[config.mk]
export PLATFORM = sky130hd
export DESIGN_NAME = sar_adc_ctrl
export DESIGN_NICKNAME = d
export VERILOG_FILES = /design/src/sar_adc_pkg.sv /design/src/sar_adc_ctrl.sv
export SDC_FILE = /design/constraint.sdc
export NUM_CORES = 1
export LEC_CHECK = 0
export BUFFER_PORTS_ARGS = -buffer_cell sky130_fd_sc_hd__buf_2
export CAP_MARGIN = 20
export CORE_ASPECT_RATIO = 0.8
export CORE_UTILIZATION = 50
export CTS_CLUSTER_SIZE = 20
export DETAILED_ROUTE_END_ITERATION = 8
export PLACE_DENSITY_LB_ADDON = 0.25
export SYNTH_ARGS = -nofsm -noshare
export SYNTH_HDL_FRONTEND = slang
export SYNTH_SLANG_ARGS = --single-unit
[constraint.sdc]
create_clock -name clk_i -period 2.5 [get_ports clk_i]
set_clock_uncertainty 0.1 [all_clocks]
set_input_delay 0.125 -clock clk_i [delete_from_list [all_inputs] [get_ports clk_i]]
set_output_delay 0.125 -clock clk_i [all_outputs]
set_load 0.02 [all_outputs]
[src/sar_adc_pkg.sv]
package sar_adc_pkg;
	// Register byte addresses on the bus
	localparam logic [7:0] OFS_INPUT_SELECT = 8'h00;
	localparam logic [7:0] OFS_CONTROL_A = 8'h04;
	localparam logic [7:0] OFS_CONTROL_B = 8'h08;
	localparam logic [7:0] OFS_RESULT_LOW = 8'h0c;
	localparam logic [7:0] OFS_RESULT_HIGH = 8'h10;
	localparam logic [7:0] OFS_POWER_REDUCTION = 8'h14;
	// Field positions
	localparam int CHAN_LSB = 0;
	localparam int LEFT_BIT = 5;
	localparam int REF_LSB = 6;
	localparam int ENABLE_BIT = 7;
	localparam int START_BIT = 6;
	localparam int AUTO_BIT = 5;
	localparam int FLAG_BIT = 4;
	localparam int DIV_LSB = 0;
	localparam int TRIG_LSB = 0;
	localparam int PWR_BIT = 0;
	// Values after reset
	localparam logic [3:0] RST_CHANNEL = 4'h0;
	localparam logic [1:0] RST_REFERENCE = 2'h0;
	localparam logic [2:0] RST_DIVIDER = 3'h0;
	localparam logic [2:0] RST_TRIGGER = 3'h0;
	localparam logic RST_POWER_REDUCTION = 1'b0;
	// Channel codes beyond the eight pins
	localparam logic [3:0] CHAN_BANDGAP = 4'he;
	localparam logic [3:0] CHAN_GROUND = 4'hf;
	// Trigger source code that means the own done flag
	localparam logic [2:0] SRC_DONE_FLAG = 3'h0;
	// Converter clock cycle indices (count from 0)
	localparam logic [4:0] NORMAL_SH_IDX = 5'h01;
	localparam logic [4:0] NORMAL_LAST_IDX = 5'h0c;
	localparam logic [4:0] FIRST_SH_IDX = 5'h0d;
	localparam logic [4:0] FIRST_LAST_IDX = 5'h18;
	localparam logic [4:0] AUTO_SH_IDX = 5'h01;
	localparam logic [4:0] AUTO_LAST_IDX = 5'h0d;
	// Processor cycles spent synchronising a trigger edge
	localparam int TRIG_SYNC_CYCLES = 3;
	// Conversion sequencer states
	typedef enum logic [2:0] {
		ST_IDLE = 3'b001,
		ST_WAIT = 3'b010,
		ST_CONV = 3'b100
	} state_t;
endpackage

[src/sar_adc_ctrl.sv]
`timescale 1ns/1ps
`default_nettype none
module sar_adc_ctrl (
	// Clock and reset
	input wire logic clk_i,
	input wire logic rst_i,
	// Wishbone slave
	input wire logic wb_cyc_i,
	input wire logic wb_stb_i,
	input wire logic wb_we_i,
	input wire logic [7:0] wb_adr_i,
	input wire logic [3:0] wb_sel_i,
	input wire logic [31:0] wb_dat_i,
	output logic [31:0] wb_dat_o,
	output logic wb_ack_o,
	// Internal trigger sources, bit 0 unused
	input wire logic [7:0] trigger_sources_i,
	// Analog core
	input wire logic comparator_i,
	output logic converter_power_o,
	output logic [3:0] channel_select_o,
	output logic [1:0] reference_select_o,
	output logic sample_hold_o,
	output logic [9:0] dac_code_o,
	output logic conversion_done_o
);
	import sar_adc_pkg::*;

	typedef struct packed {
		state_t st;
		logic [7:0] cnt;
		logic [4:0] idx;
		logic cur_first;
		logic cur_auto;
		logic first;
		logic enable;
		logic start;
		logic auto_en;
		logic flag;
		logic pwr_red;
		logic power;
		logic [2:0] div_sel;
		logic [2:0] trig_sel;
		logic [3:0] live_chan;
		logic [1:0] live_ref;
		logic left;
		logic [3:0] app_chan;
		logic [1:0] app_ref;
		logic [9:0] sar;
		logic [9:0] mask;
		logic [9:0] result;
		logic lock;
		logic sh;
		logic trig_prev;
		logic [TRIG_SYNC_CYCLES-1:0] trig_pipe;
		logic comp_s1;
		logic comp_s2;
		logic ack;
		logic [31:0] rdata;
	} state_reg_t;

	state_reg_t s;
	state_reg_t next_s;

	logic eff_en;
	logic [7:0] presc_last;
	logic [7:0] presc_half;
	logic tick;
	logic half;
	logic conv;
	logic [4:0] last_idx;
	logic [4:0] sh_idx;
	logic sample_now;
	logic done_now;
	logic last_cycle;
	logic freerun;
	logic trig_level;
	logic trig_edge;
	logic auto_start;
	logic req;
	logic wr;
	logic rd;
	logic start_req;
	logic next_power;
	logic [7:0] res_low;
	logic [7:0] res_high;
	logic [7:0] rd_byte;

	// Prescaler divides by 2 to 256 in powers of two
	assign eff_en = s.enable & ~s.pwr_red;
	assign presc_last = 8'hff >> (3'h7 - s.div_sel);
	assign presc_half = presc_last >> 1;
	assign tick = eff_en & (s.cnt == presc_last);
	assign half = eff_en & (s.cnt == presc_half);

	// Conversion timing depends on how it was started
	assign conv = (s.st == ST_CONV);
	assign last_idx = s.cur_auto ? AUTO_LAST_IDX :
		(s.cur_first ? FIRST_LAST_IDX : NORMAL_LAST_IDX);
	assign sh_idx = s.cur_auto ? AUTO_SH_IDX :
		(s.cur_first ? FIRST_SH_IDX : NORMAL_SH_IDX);
	// Auto mode samples on a full edge and ends on a half cycle
	assign sample_now = conv & (s.cur_auto ? tick : half) & (s.idx == sh_idx);
	assign done_now = conv & (s.cur_auto ? half : tick) & (s.idx == last_idx);
	assign last_cycle = conv & (s.idx == last_idx);

	// Trigger selection and edge detection
	assign freerun = s.auto_en & (s.trig_sel == SRC_DONE_FLAG);
	assign trig_level = (s.trig_sel == SRC_DONE_FLAG) ? s.flag :
		trigger_sources_i[s.trig_sel];
	// Own-flag source is handled by the free-running path instead
	assign trig_edge = trig_level & ~s.trig_prev & s.auto_en &
		(s.trig_sel != SRC_DONE_FLAG);
	// Edges landing mid-conversion are simply dropped
	assign auto_start = s.trig_pipe[TRIG_SYNC_CYCLES-1] & eff_en & s.auto_en &
		(s.st != ST_CONV);

	// Bus decode
	assign req = wb_cyc_i & wb_stb_i & ~s.ack;
	assign wr = req & wb_we_i & wb_sel_i[0];
	assign rd = req & ~wb_we_i;
	// Start needs enable and cleared power reduction in the same write
	assign start_req = wr & (wb_adr_i == OFS_CONTROL_A) & wb_dat_i[START_BIT] &
		wb_dat_i[ENABLE_BIT] & ~s.pwr_red;

	// Result byte formatting
	assign res_low = s.left ? {s.result[1:0], 6'h00} : s.result[7:0];
	assign res_high = s.left ? s.result[9:2] : {6'h00, s.result[9:8]};

	// Read multiplexer; unmapped addresses read zero
	always_comb begin
		rd_byte = 8'h00;
		unique case (wb_adr_i)
			OFS_INPUT_SELECT: rd_byte = {s.live_ref, s.left, 1'b0, s.live_chan};
			OFS_CONTROL_A: rd_byte = {s.enable, s.start, s.auto_en, s.flag, 1'b0,
				s.div_sel};
			OFS_CONTROL_B: rd_byte = {5'h00, s.trig_sel};
			OFS_RESULT_LOW: rd_byte = res_low;
			OFS_RESULT_HIGH: rd_byte = res_high;
			OFS_POWER_REDUCTION: rd_byte = {7'h00, s.pwr_red};
			default: rd_byte = 8'h00;
		endcase
	end

	// Next-state logic for the whole block
	always_comb begin
		next_s = s;
		next_power = 1'b0;
		next_s.sh = 1'b0;
		next_s.ack = req;
		next_s.comp_s1 = comparator_i;
		next_s.comp_s2 = s.comp_s1;
		next_s.trig_prev = trig_level;
		next_s.trig_pipe = {s.trig_pipe[TRIG_SYNC_CYCLES-2:0], trig_edge};
		if (rd) begin
			next_s.rdata = {24'h000000, rd_byte};
		end
		// Register writes
		if (wr) begin
			unique case (wb_adr_i)
				OFS_INPUT_SELECT: begin
					next_s.live_chan = wb_dat_i[CHAN_LSB +: 4];
					next_s.live_ref = wb_dat_i[REF_LSB +: 2];
					next_s.left = wb_dat_i[LEFT_BIT];
				end
				OFS_CONTROL_A: begin
					next_s.enable = wb_dat_i[ENABLE_BIT];
					next_s.auto_en = wb_dat_i[AUTO_BIT];
					next_s.div_sel = wb_dat_i[DIV_LSB +: 3];
				end
				OFS_CONTROL_B: next_s.trig_sel = wb_dat_i[TRIG_LSB +: 3];
				OFS_POWER_REDUCTION: next_s.pwr_red = wb_dat_i[PWR_BIT];
				default: begin
				end
			endcase
		end
		// Done flag: write one clears, a completion in the same cycle wins
		if (wr && wb_adr_i == OFS_CONTROL_A && wb_dat_i[FLAG_BIT]) begin
			next_s.flag = 1'b0;
		end
		if (done_now) begin
			next_s.flag = 1'b1;
		end
		// Result lock: low read locks, high read releases
		if (rd && wb_adr_i == OFS_RESULT_LOW) begin
			next_s.lock = 1'b1;
		end
		if (rd && wb_adr_i == OFS_RESULT_HIGH) begin
			next_s.lock = 1'b0;
		end
		if (done_now && !s.lock) begin
			next_s.result = s.sar;
		end
		// Prescaler free-runs while enabled
		next_s.cnt = tick ? 8'h00 : s.cnt + 8'h01;
		if (conv && tick) begin
			next_s.idx = s.idx + 5'h01;
		end
		// Successive approximation: comparator high keeps the trial bit
		// Synchroniser lag: ratios below 8, or below 4 in auto mode, decide on stale comparator values
		if (sample_now) begin
			next_s.sh = 1'b1;
			next_s.sar = 10'h200;
			next_s.mask = 10'h200;
		end else if (conv && tick && s.mask != 10'h000) begin
			next_s.sar = (s.comp_s2 ? s.sar : (s.sar & ~s.mask)) | (s.mask >> 1);
			next_s.mask = s.mask >> 1;
		end
		// Conversion sequencer
		unique case (s.st)
			ST_IDLE: begin
				if (auto_start) begin
					next_s.st = ST_CONV;
					next_s.cnt = 8'h00;
					next_s.idx = 5'h00;
					next_s.cur_auto = 1'b1;
					next_s.cur_first = 1'b0;
					next_s.first = 1'b0;
					next_s.start = 1'b1;
				end else if (start_req) begin
					next_s.st = ST_WAIT;
					next_s.start = 1'b1;
				end
			end
			ST_WAIT: begin
				if (auto_start) begin
					next_s.st = ST_CONV;
					next_s.cnt = 8'h00;
					next_s.idx = 5'h00;
					next_s.cur_auto = 1'b1;
					next_s.cur_first = 1'b0;
					next_s.first = 1'b0;
					next_s.start = 1'b1;
				end else if (tick) begin
					next_s.st = ST_CONV;
					next_s.idx = 5'h00;
					next_s.cur_auto = 1'b0;
					next_s.cur_first = s.first;
					next_s.first = 1'b0;
				end
			end
			ST_CONV: begin
				if (done_now && freerun) begin
					next_s.idx = 5'h00;
					next_s.cur_auto = 1'b0;
					next_s.cur_first = 1'b0;
				end else if (done_now) begin
					next_s.st = ST_IDLE;
					next_s.start = 1'b0;
				end
			end
		endcase
		// Selection buffer tracks outside conversions and in the last cycle
		if (!conv || last_cycle) begin
			next_s.app_chan = s.live_chan;
			next_s.app_ref = s.live_ref;
		end
		// Disable aborts any conversion and holds the prescaler in reset; flag, result and lock keep their values
		next_power = next_s.enable & ~next_s.pwr_red;
		next_s.power = next_power;
		if (!next_power) begin
			next_s.st = ST_IDLE;
			next_s.start = 1'b0;
			next_s.cnt = 8'h00;
			next_s.idx = 5'h00;
			next_s.first = 1'b1;
			next_s.mask = 10'h000;
			next_s.app_chan = RST_CHANNEL;
			next_s.app_ref = RST_REFERENCE;
		end
	end

	// Single state register
	always_ff @(posedge clk_i) begin
		if (rst_i) begin
			s <= '0;
			s.st <= ST_IDLE;
			s.first <= 1'b1;
			s.pwr_red <= RST_POWER_REDUCTION;
			s.div_sel <= RST_DIVIDER;
			s.trig_sel <= RST_TRIGGER;
			s.live_chan <= RST_CHANNEL;
			s.live_ref <= RST_REFERENCE;
		end else begin
			s <= next_s;
		end
	end

	// Outputs straight from flops
	assign wb_dat_o = s.rdata;
	assign wb_ack_o = s.ack;
	assign converter_power_o = s.power;
	assign channel_select_o = s.app_chan;
	assign reference_select_o = s.app_ref;
	assign sample_hold_o = s.sh;
	assign dac_code_o = s.sar;
	assign conversion_done_o = s.flag;
endmodule
`default_nettype wire

==> results of run 1 <==
worst register-to-register path: cells and delay by family, from the launching register on:
kind | cells | cell delay, ps
simple gates | 4 | 990
buf+inv | 2 | 380
compound gates | 3 | 430
flops | 1 | 390
sequential cells by signal (all words and copies together), names as in the netlist:
| name | flops |
|---|---|
| s | 60 |
| dac_code_o | 10 |
| wb_dat_o | 8 |
| channel_select_o | 4 |
| next_s | 3 |
| reference_select_o | 2 |
| conversion_done_o | 1 |
| converter_power_o | 1 |
| sample_hold_o | 1 |
| wb_ack_o | 1 |
stage by stage:
stage,util,instances,hold WS [ps],cell area (um2)
finish,0.592,802,102,5790
global route,0.592,802,110,5790
CTS,0.589,802,96.0,5760
detailed placement,0.550,777,260,5370
global placement,0.550,777,252,5370
floorplan,-,628,153,5170
worst max-delay path by stage:
stage / start / end / slack (ps) / depth (start not counted)
CTS: s[87]$_SDFFE_PP0N_ / s[56]$_SDFFE_PP0P_ / 3 / 9
floorplan: wb_ack_o$_SDFF_PP0_ / s[51]$_SDFFE_PP0P_ / 310 / 9
detailed placement: s[89]$_SDFFE_PP0N_ / s[42]$_SDFFE_PP0P_ / -80 / 7
finish: s[89]$_SDFFE_PP0N_ / s[56]$_SDFFE_PP0P_ / 100 / 9
global placement: s[89]$_SDFFE_PP0N_ / s[41]$_SDFFE_PP0P_ / -20 / 7
global route: s[88]$_SDFFE_PP0N_ / s[99]$_SDFF_PP0_ / 4 / 8
kinds of logic after synthesis:
logic type	after synthesis	share of synthesized area
buffers and inverters	99	0.117
other	1	0.000738
adders and majority gates	3	0.00738
AOI/OAI and AO/OA	143	0.190
DFF	91	0.358
muxes	41	0.0861
xor gates and xnor gates	6	0.0103
and+or+nand+nor	221	0.230
metal layers:
metal	up-vias	wire length [um]
met5	-	0
met4	0	151
met3	16	842
met2	200	5600
met1	2090	6110
li1	2187	-
what timing repair did:
item                                    CTS  global route
pin swaps                                 0             2
hold buffers                              9             0
endpoints found under the setup margin   22            36
gates resized for setup                   2             7
hold endpoints to repair                 14             0
power breakdown:
part           total (mW)  internal [mW]  switching (mW)
sequential           1.45           1.45         0.00149
combinational       0.125         0.0397          0.0850
clock                1.37          0.777           0.591
cell usage after synthesis (2+ instances only):
master and number:
dfxtp_1 91, nor2_1 72, nand2_1 53, buf_4 49
a21oi_1 46, mux2i_1 37, o21ai_0 27, inv_1 23
nor2b_1 14, clkbuf_1 10, nand2b_1 10, nand3_1 10
buf_2 9, a22oi_1 8, and3_1 7, nand4_1 7
o211ai_1 7, o21a_1 6, o31ai_1 6, nand3b_1 5
nor3b_1 5, nor4_1 5, a211oi_1 4, a31oi_1 4
buf_1 4, nor3_1 4, o22ai_1 4, xor2_1 4
buf_6 3, ha_1 3, nor3_2 3, o21ai_2 3
or2_2 3, a21o_1 2, a32oi_1 2, and4_1 2
mux2_2 2, mux4_2 2, nand2_2 2, nor4b_2 2
o211a_1 2, o31a_1 2, or3_1 2, or3b_1 2
xnor2_1 2
layout make-up:
type | count | share of cell area
flip-flops and latches | 91 | 0.316
inverters | 24 | 0.0164
repair buffers | 97 | 0.107
well taps | 136 | 0.0294
clock inverters | 6 | 0.0112
multi-input cells | 438 | 0.481
clock buffers | 10 | 0.0396
==> flow_metrics.py, run 1 <==
metrics = {
    "synth": {
        "synth_area_leaders": "dfxtp_1 (36%), mux2i_1 (7.3%), buf_4 (7.2%)",
        "synth_edf_count": 0,
        "ys_seq_elements": 91,
        "async_reset_ff_frac": 0,
        "syn_area_um2": 5080,
        "synth_top_area_frac": 0.358,
        "synth_flop_cell": "dfxtp_1",
        "synth_warnings": 0,
        "synth_seq_area_share": 0.358,
        "synth_top_cell_by_area": "dfxtp_1",
        "avgSynthCellArea_um2": 8.40,
        "syn_inst": 605,
        "ys_types": 80,
    },
    "detailed_routing": {
        "wl_per_cell_um": 15.8,
        "drt_iter0_markers": 362,
        "drt-pass1-iter-count": 6,
        "drc": 0,
        "vias": 4493,
        "drt_wl_total_mm": 12.7,
        "vias_per_cell": 5.60,
        "antenna_left": 0,
    },
    "finish": {
        "multi_input_area_um2": 2780,
        "drive_gt1_frac": 0.212,
        "area_growth_pct": 13.8,
        "final_cell_mix": "dfxtp_1 (88), nor2_1 (72), buf_2 (57), nand2_1 (53), a21oi_1 (45)",
        "regArea_um2": 1830,
        "layout.cells.most_common": "dfxtp_1",
        "n_fill_cell": 905,
        "final_nets": 722,
        "diodes": 0,
    },
    "global_route": {
        "grtUsageTotal": 0.248,
        "grtUsageMet2": 0.372,
        "grt_antenna_before_repair": 0,
        "grt_pass1_vias": 4018,
        "grt_start_max_net_pins": 48,
        "busiest_layer": "met2",
        "grt_pass1_wl_mm": 20.4,
        "grt_use_met1": 0.356,
        "grt.overflow.total": 0,
        "met3_usage": 0.0529,
    },
    "setup_path": {
        "reg2reg_depth": 9,
        "critical_path_class": "reg2reg",
        "critPathCaptureType": "flip-flop",
        "cpMostUsedCell": "buf_4",
        "cp_data_arrival_time_ps": 2530,
        "crit_family": "simple AND/OR/NAND/NOR gates",
        "crit_buf_inv": 2,
        "cp_max_fo": 13,
        "critPathMaxStageDelay_ps": 390,
        "startpoint_type": "flip-flop",
        "path_cells": "or3_4 > nor3_2 > o2111ai_2 > buf_4 > nor4b_4 > o221ai_2 > buf_4 > nand2_4 > a21oi_1",
        "cp_slowest_cell": "dfxtp_2",
        "reg2reg_slack_ps": 100,
        "worstReg2RegStart": "s[89]$_SDFFE_PP0N_",
        "r2r_end": "s[56]$_SDFFE_PP0P_",
        "critPathRequiredTime_ps": 2630,
    },
    "run": {
        "cap_viol_max_count": 0,
    },
    "clocking": {
        "cts_tree": "yes",
        "ctsRootBufferMaster": "clkbuf_16",
        "clk_latency_ps": 340,
        "htreeDepth": 3,
        "clk_pin_slew_worst_paths_ps": 70,
        "post_cts_buffers": 0,
        "clockBufferDepth": 2,
        "cts_made_buffers": 9,
        "cts.sinks": 91,
    },
    "placement": {
        "portBuffers": 57,
        "gp_congestion": 0.902,
        "dp_hpwl_mm": 9.24,
        "place_ws_ps": -79.1,
    },
    "pwr": {
        "power.density_nw_per_um2": 509,
        "ir_drop_mv": 0.343,
        "total_power_mw": 2.95,
        "cellLeakagePower_nw": 2.25,
    },
    "run_status": {
        "outcome": "complete, no violations",
    },
    "floorplanning": {
        "placementRows": 32,
        "dieArea_um2": 10600,
        "fp.dieH_um": 92.2,
        "initial_core_util": 0.520,
        "die_x_um": 115,
        "core_um2": 9770,
        "pin_count": 110,
    },
    "sta": {
        "worst_slack_ps": 105,
        "fin_setup_tns_ps": 0,
        "worst-slew-pin-transition_ps": 779,
        "setup_viol_count_final": 0,
        "maxSlewHeadroom": 0.479,
        "fin_crit_sh": 0.958,
        "hold_violations": 0,
        "max_freq_ghz": 0.418,
        "min_period_ps": 2400,
        "finalMaxSlewViolations": 0,
        "rsz0062_at_grt": "no",
    },
    "hold_path": {
        "hp-class": "in2reg",
        "hp-start": "wb_stb_i",
        "holdPathEnd": "wb_ack_o$_SDFF_PP0_",
        "min_path_cells": 4,
    },
}
(Power assumes the default switching activity.)
==> inputs of run 2 (changes only) <==
Settings changed: CORE_MARGIN set to 2, PLACE_DENSITY set to 0.74, PLACE_DENSITY_LB_ADDON 0.25 to not set, SKIP_CTS_REPAIR_TIMING set to 1.
==> run 2 against run 1 <==
Against the previous run:
- sequential power hardly changed
- routed wire length is 0.82% higher
- non-clock buffer count is 2 lower
- total power is 2.8% lower
- final cell count is 0.25% lower
- hold slack worse by 130 ps
- the run now ends with negative hold slack left
- core utilization is 0.29 points lower
- design area is 0.50% lower
- worst setup slack worse by 76 ps
- maximum frequency is 3.1% lower
==> flow_metrics.py, run 2 (synthesis results as in run 1) <==
metrics = {
    "finish": {
        "layout.cells.most_common": "dfxtp_1",
        "final_cell_mix": "dfxtp_1 (88), nor2_1 (72), buf_2 (57), nand2_1 (53), a21oi_1 (45)",
        "diodes": 0,
        "area_growth_pct": 13.2,
        "largest-register": "s",
        "largest_reg_flops": 60,
        "final_nets": 720,
        "drive_gt1_frac": 0.218,
        "final_util": 0.589,
    },
    "detailed_routing": {
        "wl_per_cell_um": 16.0,
        "vias_per_cell": 5.74,
        "antenna_left": 0,
        "drt-pass1-iter-count": 5,
        "drc": 0,
        "vias": 4590,
        "drt_wl_total_mm": 12.8,
        "drt_iter0_markers": 347,
    },
    "sta": {
        "min_period_ps": 2470,
        "max_freq_ghz": 0.405,
        "worst_slack_ps": 28.6,
        "maxSlewHeadroom": 0.482,
        "finalMaxSlewViolations": 0,
        "setup_viol_count_final": 0,
        "rsz0062_at_grt": "yes",
        "hold_violations": 6,
        "fin_crit_sh": 0.989,
        "holdWs_ps": -32.0,
        "worst-slew-pin-transition_ps": 775,
    },
    "floorplanning": {
        "dieArea_um2": 11000,
        "die_x_um": 117,
        "fp.dieH_um": 94.2,
        "initial_core_util": 0.520,
        "core_um2": 9770,
        "pin_count": 110,
        "placementRows": 32,
    },
    "setup_path": {
        "critPathMaxStageDelay_ps": 510,
        "crit_cells": 8,
        "cp_slowest_cell": "dfxtp_2",
        "critPathRequiredTime_ps": 2640,
        "cp_max_fo": 17,
        "crit_family": "compound AO/OA/AOI/OAI gates",
        "cp_data_arrival_time_ps": 2610,
        "critical_path_class": "reg2reg",
        "crit_buf_inv": 1,
        "path_cells": "mux2_2 > a221o_1 > buf_4 > nand2_1 > nor4b_1 > o21ai_0 > a21oi_1 > a211oi_1",
        "reg2reg_depth": 8,
        "critPathCaptureType": "flip-flop",
        "startpoint_type": "flip-flop",
    },
    "global_route": {
        "grt_start_max_net_pins": 48,
        "grt_antenna_before_repair": 0,
        "grtUsageTotal": 0.240,
        "grt.overflow.total": 0,
        "grt_pass1_vias": 4112,
        "grt_pass1_wl_mm": 20.6,
    },
    "placement": {
        "gp_congestion": 0.948,
        "place_ws_ps": -118,
        "portBuffers": 57,
        "dp_hpwl_mm": 9.52,
    },
    "clocking": {
        "clk_pin_slew_worst_paths_ps": 70,
        "cts_made_buffers": 9,
        "clk_latency_ps": 350,
        "clockBufferDepth": 2,
        "ctsRootBufferMaster": "clkbuf_16",
        "cts.sinks": 91,
        "cts_tree": "yes",
        "htreeDepth": 3,
    },
    "pwr": {
        "ir_drop_mv": 0.348,
        "pwr-share-clk": 0.452,
        "power.density_nw_per_um2": 498,
        "seq_power_share": 0.507,
        "internal_power_mw": 2.19,
        "cellLeakagePower_nw": 2.22,
        "p_switching_mw": 0.673,
        "pwr-share-comb": 0.040,
        "power_switching_share": 0.235,
    },
    "run": {
        "cap_viol_max_count": 0,
    },
    "hold_path": {
        "hp-class": "in2reg",
        "min_path_cells": 3,
    },
    "run_status": {
        "violations": "negative hold slack",
        "outcome": "finished, violations left",
    },
}
## run 2: path summary, 6_finish.rpt
path	startpoint	end	slack (ps)
min	wb_dat_i[1]	s[85]$_SDFFE_PP0P_	-30
max	s[89]$_SDFFE_PP0N_	s[99]$_SDFF_PP0_	30
max reg2reg	s[89]$_SDFFE_PP0N_	s[99]$_SDFF_PP0_	30
min reg2reg	s[38]$_SDFF_PP0_	next_s[36]$_SDFF_PP0_	300
## run 2: layer usage
metal  up-vias  part of all wire  wire length (um)  global-route usage
met5         -                 0                 0                   0
met4         0             0.014               181              0.0824
met3        15             0.074               949              0.0394
met2       203              0.44              5650               0.350
met1      2185              0.47              6030               0.356
li1       2187                 -                 -                   -
## run 2: worst register-to-register path, delay by kind of cell (launching register included)
family / cells / cell delay, ps
DFF: 1 / 510
muxes: 1 / 370
buffers and inverters: 1 / 140
and+or+nand+nor: 2 / 200
AOI/OAI and AO/OA: 4 / 1050
## run 2: power groups by stage
stage	sequential [mW]	combinational [mW]	clock, mW
floorplan	1.49	0.0961	0
global placement	1.49	0.107	0
detailed placement	1.49	0.108	0
CTS	1.45	0.109	1.31
global route	1.45	0.126	1.36
finish	1.45	0.116	1.30
## run 2: through the flow
step / cell area, um2 / instances / total power, mW / setup TNS [ps]
floorplan: 5170 / 628 / 1.58 / 0
global placement: 5370 / 779 / 1.59 / -473
detailed placement: 5370 / 779 / 1.59 / -1380
CTS: 5650 / 795 / 2.88 / -1860
global route: 5760 / 800 / 2.94 / -111
finish: 5760 / 800 / 2.86 / 0
## run 2: layout make-up
| cell class | instances | area [um2] |
|---|---|---|
| timing repair buffer | 95 | 584 |
| clock inverter | 5 | 37.5 |
| fill | 885 | 4010 |
| tap | 136 | 170 |
| multi-input combinational | 438 | 2800 |
| clock buffer | 11 | 243 |
| inverter | 24 | 95.1 |
| sequential | 91 | 1830 |
==> inputs of run 3 (changes only) <==
Settings changed: SKIP_CTS_REPAIR_TIMING 1 to not set.
Clock period 2.5 ns to 2.8 ns, I/O delays scaled along.
==> run 3 against run 2 <==
Against the previous run:
- the run now ends clean
- largest power group unchanged
- critical path type unchanged
- critical path depth fell by 1
- worst setup slack improved by 140 ps
- count of clock-buffer cells in the layout fell by 1
- total power fell by 7.0%
==> flow_metrics.py, run 3 (synthesis results as in run 1) <==
metrics = {
    "sta": {
        "fin_crit_sh": 0.941,
        "hold_violations": 0,
        "maxSlewHeadroom": 0.491,
        "finalMaxSlewViolations": 0,
        "min_period_ps": 2640,
        "fin_setup_tns_ps": 0,
        "rsz0062_at_grt": "no",
        "setup_viol_count_final": 0,
        "worst_slack_ps": 164,
        "max_freq_ghz": 0.379,
        "worst-slew-pin-transition_ps": 756,
    },
    "finish": {
        "area_growth_pct": 9.97,
        "drive_gt1_frac": 0.182,
        "largest_reg_flops": 60,
        "final_util": 0.572,
        "final_cell_mix": "dfxtp_1 (90), nor2_1 (72), buf_2 (57), nand2_1 (53), a21oi_1 (46)",
        "final_nets": 700,
        "layout.cells.most_common": "dfxtp_1",
        "largest-register": "s",
        "n_fill_cell": 898,
        "design_area_um2": 5590,
        "diodes": 0,
    },
    "clocking": {
        "ctsRootBufferMaster": "clkbuf_16",
        "post_cts_buffers": 0,
        "clockBufferDepth": 2,
        "cts_tree": "yes",
        "htreeDepth": 3,
        "clk_latency_ps": 350,
        "clk_pin_slew_worst_paths_ps": 70,
        "cts.sinks": 91,
        "cts_made_buffers": 9,
    },
    "setup_path": {
        "cp_slowest_cell": "nor4_4",
        "critPathRequiredTime_ps": 2930,
        "path_cells": "or3_1 > a21oi_1 > a211oi_2 > nor4_4 > nand4_1 > a311oi_2 > a211oi_1",
        "reg2reg_slack_ps": 160,
        "r2r_end": "s[102]$_SDFF_PP0_",
        "reg2reg_depth": 7,
        "startpoint_type": "flip-flop",
        "crit_family": "simple AND/OR/NAND/NOR gates",
        "crit_buf_inv": 0,
        "cp_max_fo": 15,
        "worstReg2RegStart": "s[109]$_SDFF_PP0_",
        "critical_path_class": "reg2reg",
        "cp_data_arrival_time_ps": 2770,
        "critPathCaptureType": "flip-flop",
        "critPathMaxStageDelay_ps": 500,
    },
    "placement": {
        "postPlaceCellArea_um2": 5210,
        "gp_congestion": 0.912,
        "dp_hpwl_mm": 9.12,
        "portBuffers": 57,
        "place_ws_ps": 78.4,
    },
    "pwr": {
        "cellLeakagePower_nw": 2.14,
        "power.density_nw_per_um2": 477,
        "total_power_mw": 2.66,
        "ir_drop_mv": 0.380,
    },
    "floorplanning": {
        "core_um2": 9770,
        "die_x_um": 117,
        "pin_count": 110,
        "dieArea_um2": 11000,
        "placementRows": 32,
        "fp.dieH_um": 94.2,
        "initial_core_util": 0.520,
    },
    "run": {
        "cap_viol_max_count": 0,
    },
    "hold_path": {
        "hp-class": "in2reg",
        "hp-start": "wb_dat_i[7]",
        "holdPathEnd": "s[79]$_SDFFE_PP0P_",
        "min_path_cells": 3,
    },
    "run_status": {
        "outcome": "complete, no violations",
    },
    "global_route": {
        "grt_antenna_before_repair": 0,
        "grt.overflow.total": 0,
        "grtUsageTotal": 0.237,
        "grt_start_max_net_pins": 48,
        "grt_pass1_wl_mm": 20.3,
        "grt_pass1_vias": 4046,
    },
    "detailed_routing": {
        "drt_wl_total_mm": 12.4,
        "wl_per_cell_um": 15.9,
        "antenna_left": 0,
        "drt-pass1-iter-count": 5,
        "vias": 4409,
        "vias_per_cell": 5.65,
        "drt_iter0_markers": 299,
        "drc": 0,
    },
}
-- run 3: cell count changes in the layout (fill, tap and decap cells not counted), sizes merged --
cell	before	now
clkinvlp	2	0
clkinv	3	4
bufinv	0	1
dlygate4sd3	4	7
inv	24	25
buf	91	68
clkbuf	11	10
-- run 3: final cells by class --
class / instances / area, um2 / area share
clock inverters: 6 / 70.1 / 0.0125
clock buffers: 10 / 239 / 0.0427
flip-flops and latches: 91 / 1820 / 0.326
well taps: 136 / 170 / 0.0304
repair buffers: 75 / 438 / 0.0783
inverters: 24 / 95.1 / 0.0170
multi-input cells: 438 / 2760 / 0.493
-- run 3: power breakdown --
group          total [mW]  switching (mW)  internal, mW
Sequential           1.30         0.00142          1.30
Clock                1.26           0.538         0.724
Combinational       0.105          0.0733        0.0315
Total                2.66           0.613          2.05
-- run 3: per-layer routing --
| metal | GRT usage | wire, um | up-vias |
|---|---|---|---|
| met5 | 0 | 0 | - |
| met4 | 0.0461 | 136 | 0 |
| met3 | 0.0542 | 747 | 15 |
| met1 | 0.341 | 6090 | 2111 |
| met2 | 0.363 | 5420 | 145 |
| li1 | - | - | 2138 |
-- run 3: repair_timing --
| item | CTS | global route |
|---|---|---|
| resized for setup | 0 | 2 |
| setup endpoints to repair | 0 | 20 |
| endpoints found under the hold margin | 10 | 0 |
| hold buffers | 7 | 0 |
-- run 3: per-stage QoR --
stage / instances / hold slack (ps)
CTS: 780 / 2.03
finish: 780 / 16.9
global route: 780 / 27.7
global placement: 757 / 264
floorplan: 628 / 168
detailed placement: 757 / 260
-- run 3: how the worst max path moves through the flow --
| stage | startpoint | end | slack [ps] | cells past startpoint |
|---|---|---|---|---|
| 6_report | s[109]$_SDFF_PP0_ | s[102]$_SDFF_PP0_ | 160 | 7 |
| 5_1_grt | s[109]$_SDFF_PP0_ | dac_code_o[2]$_SDFFE_PP0P_ | 30 | 7 |
| 4_1_cts | s[109]$_SDFF_PP0_ | s[48]$_SDFFE_PP0P_ | 80 | 7 |
| 3_5_place_dp | s[109]$_SDFF_PP0_ | s[46]$_SDFFE_PP0P_ | 80 | 7 |
| 3_3_place_gp | s[89]$_SDFFE_PP0N_ | dac_code_o[7]$_SDFFE_PP0P_ | 160 | 7 |
| 2_1_floorplan | wb_ack_o$_SDFF_PP0_ | s[51]$_SDFFE_PP0P_ | 610 | 9 |
-- run 3: worst reg2reg max path, stage by stage (launching register included) --
cell and delay [ps]:
dfxtp_1 470, or3_1 370, a21oi_1 310, a211oi_2 150
nor4_4 500, nand4_1 210, a311oi_2 320, a211oi_1 80
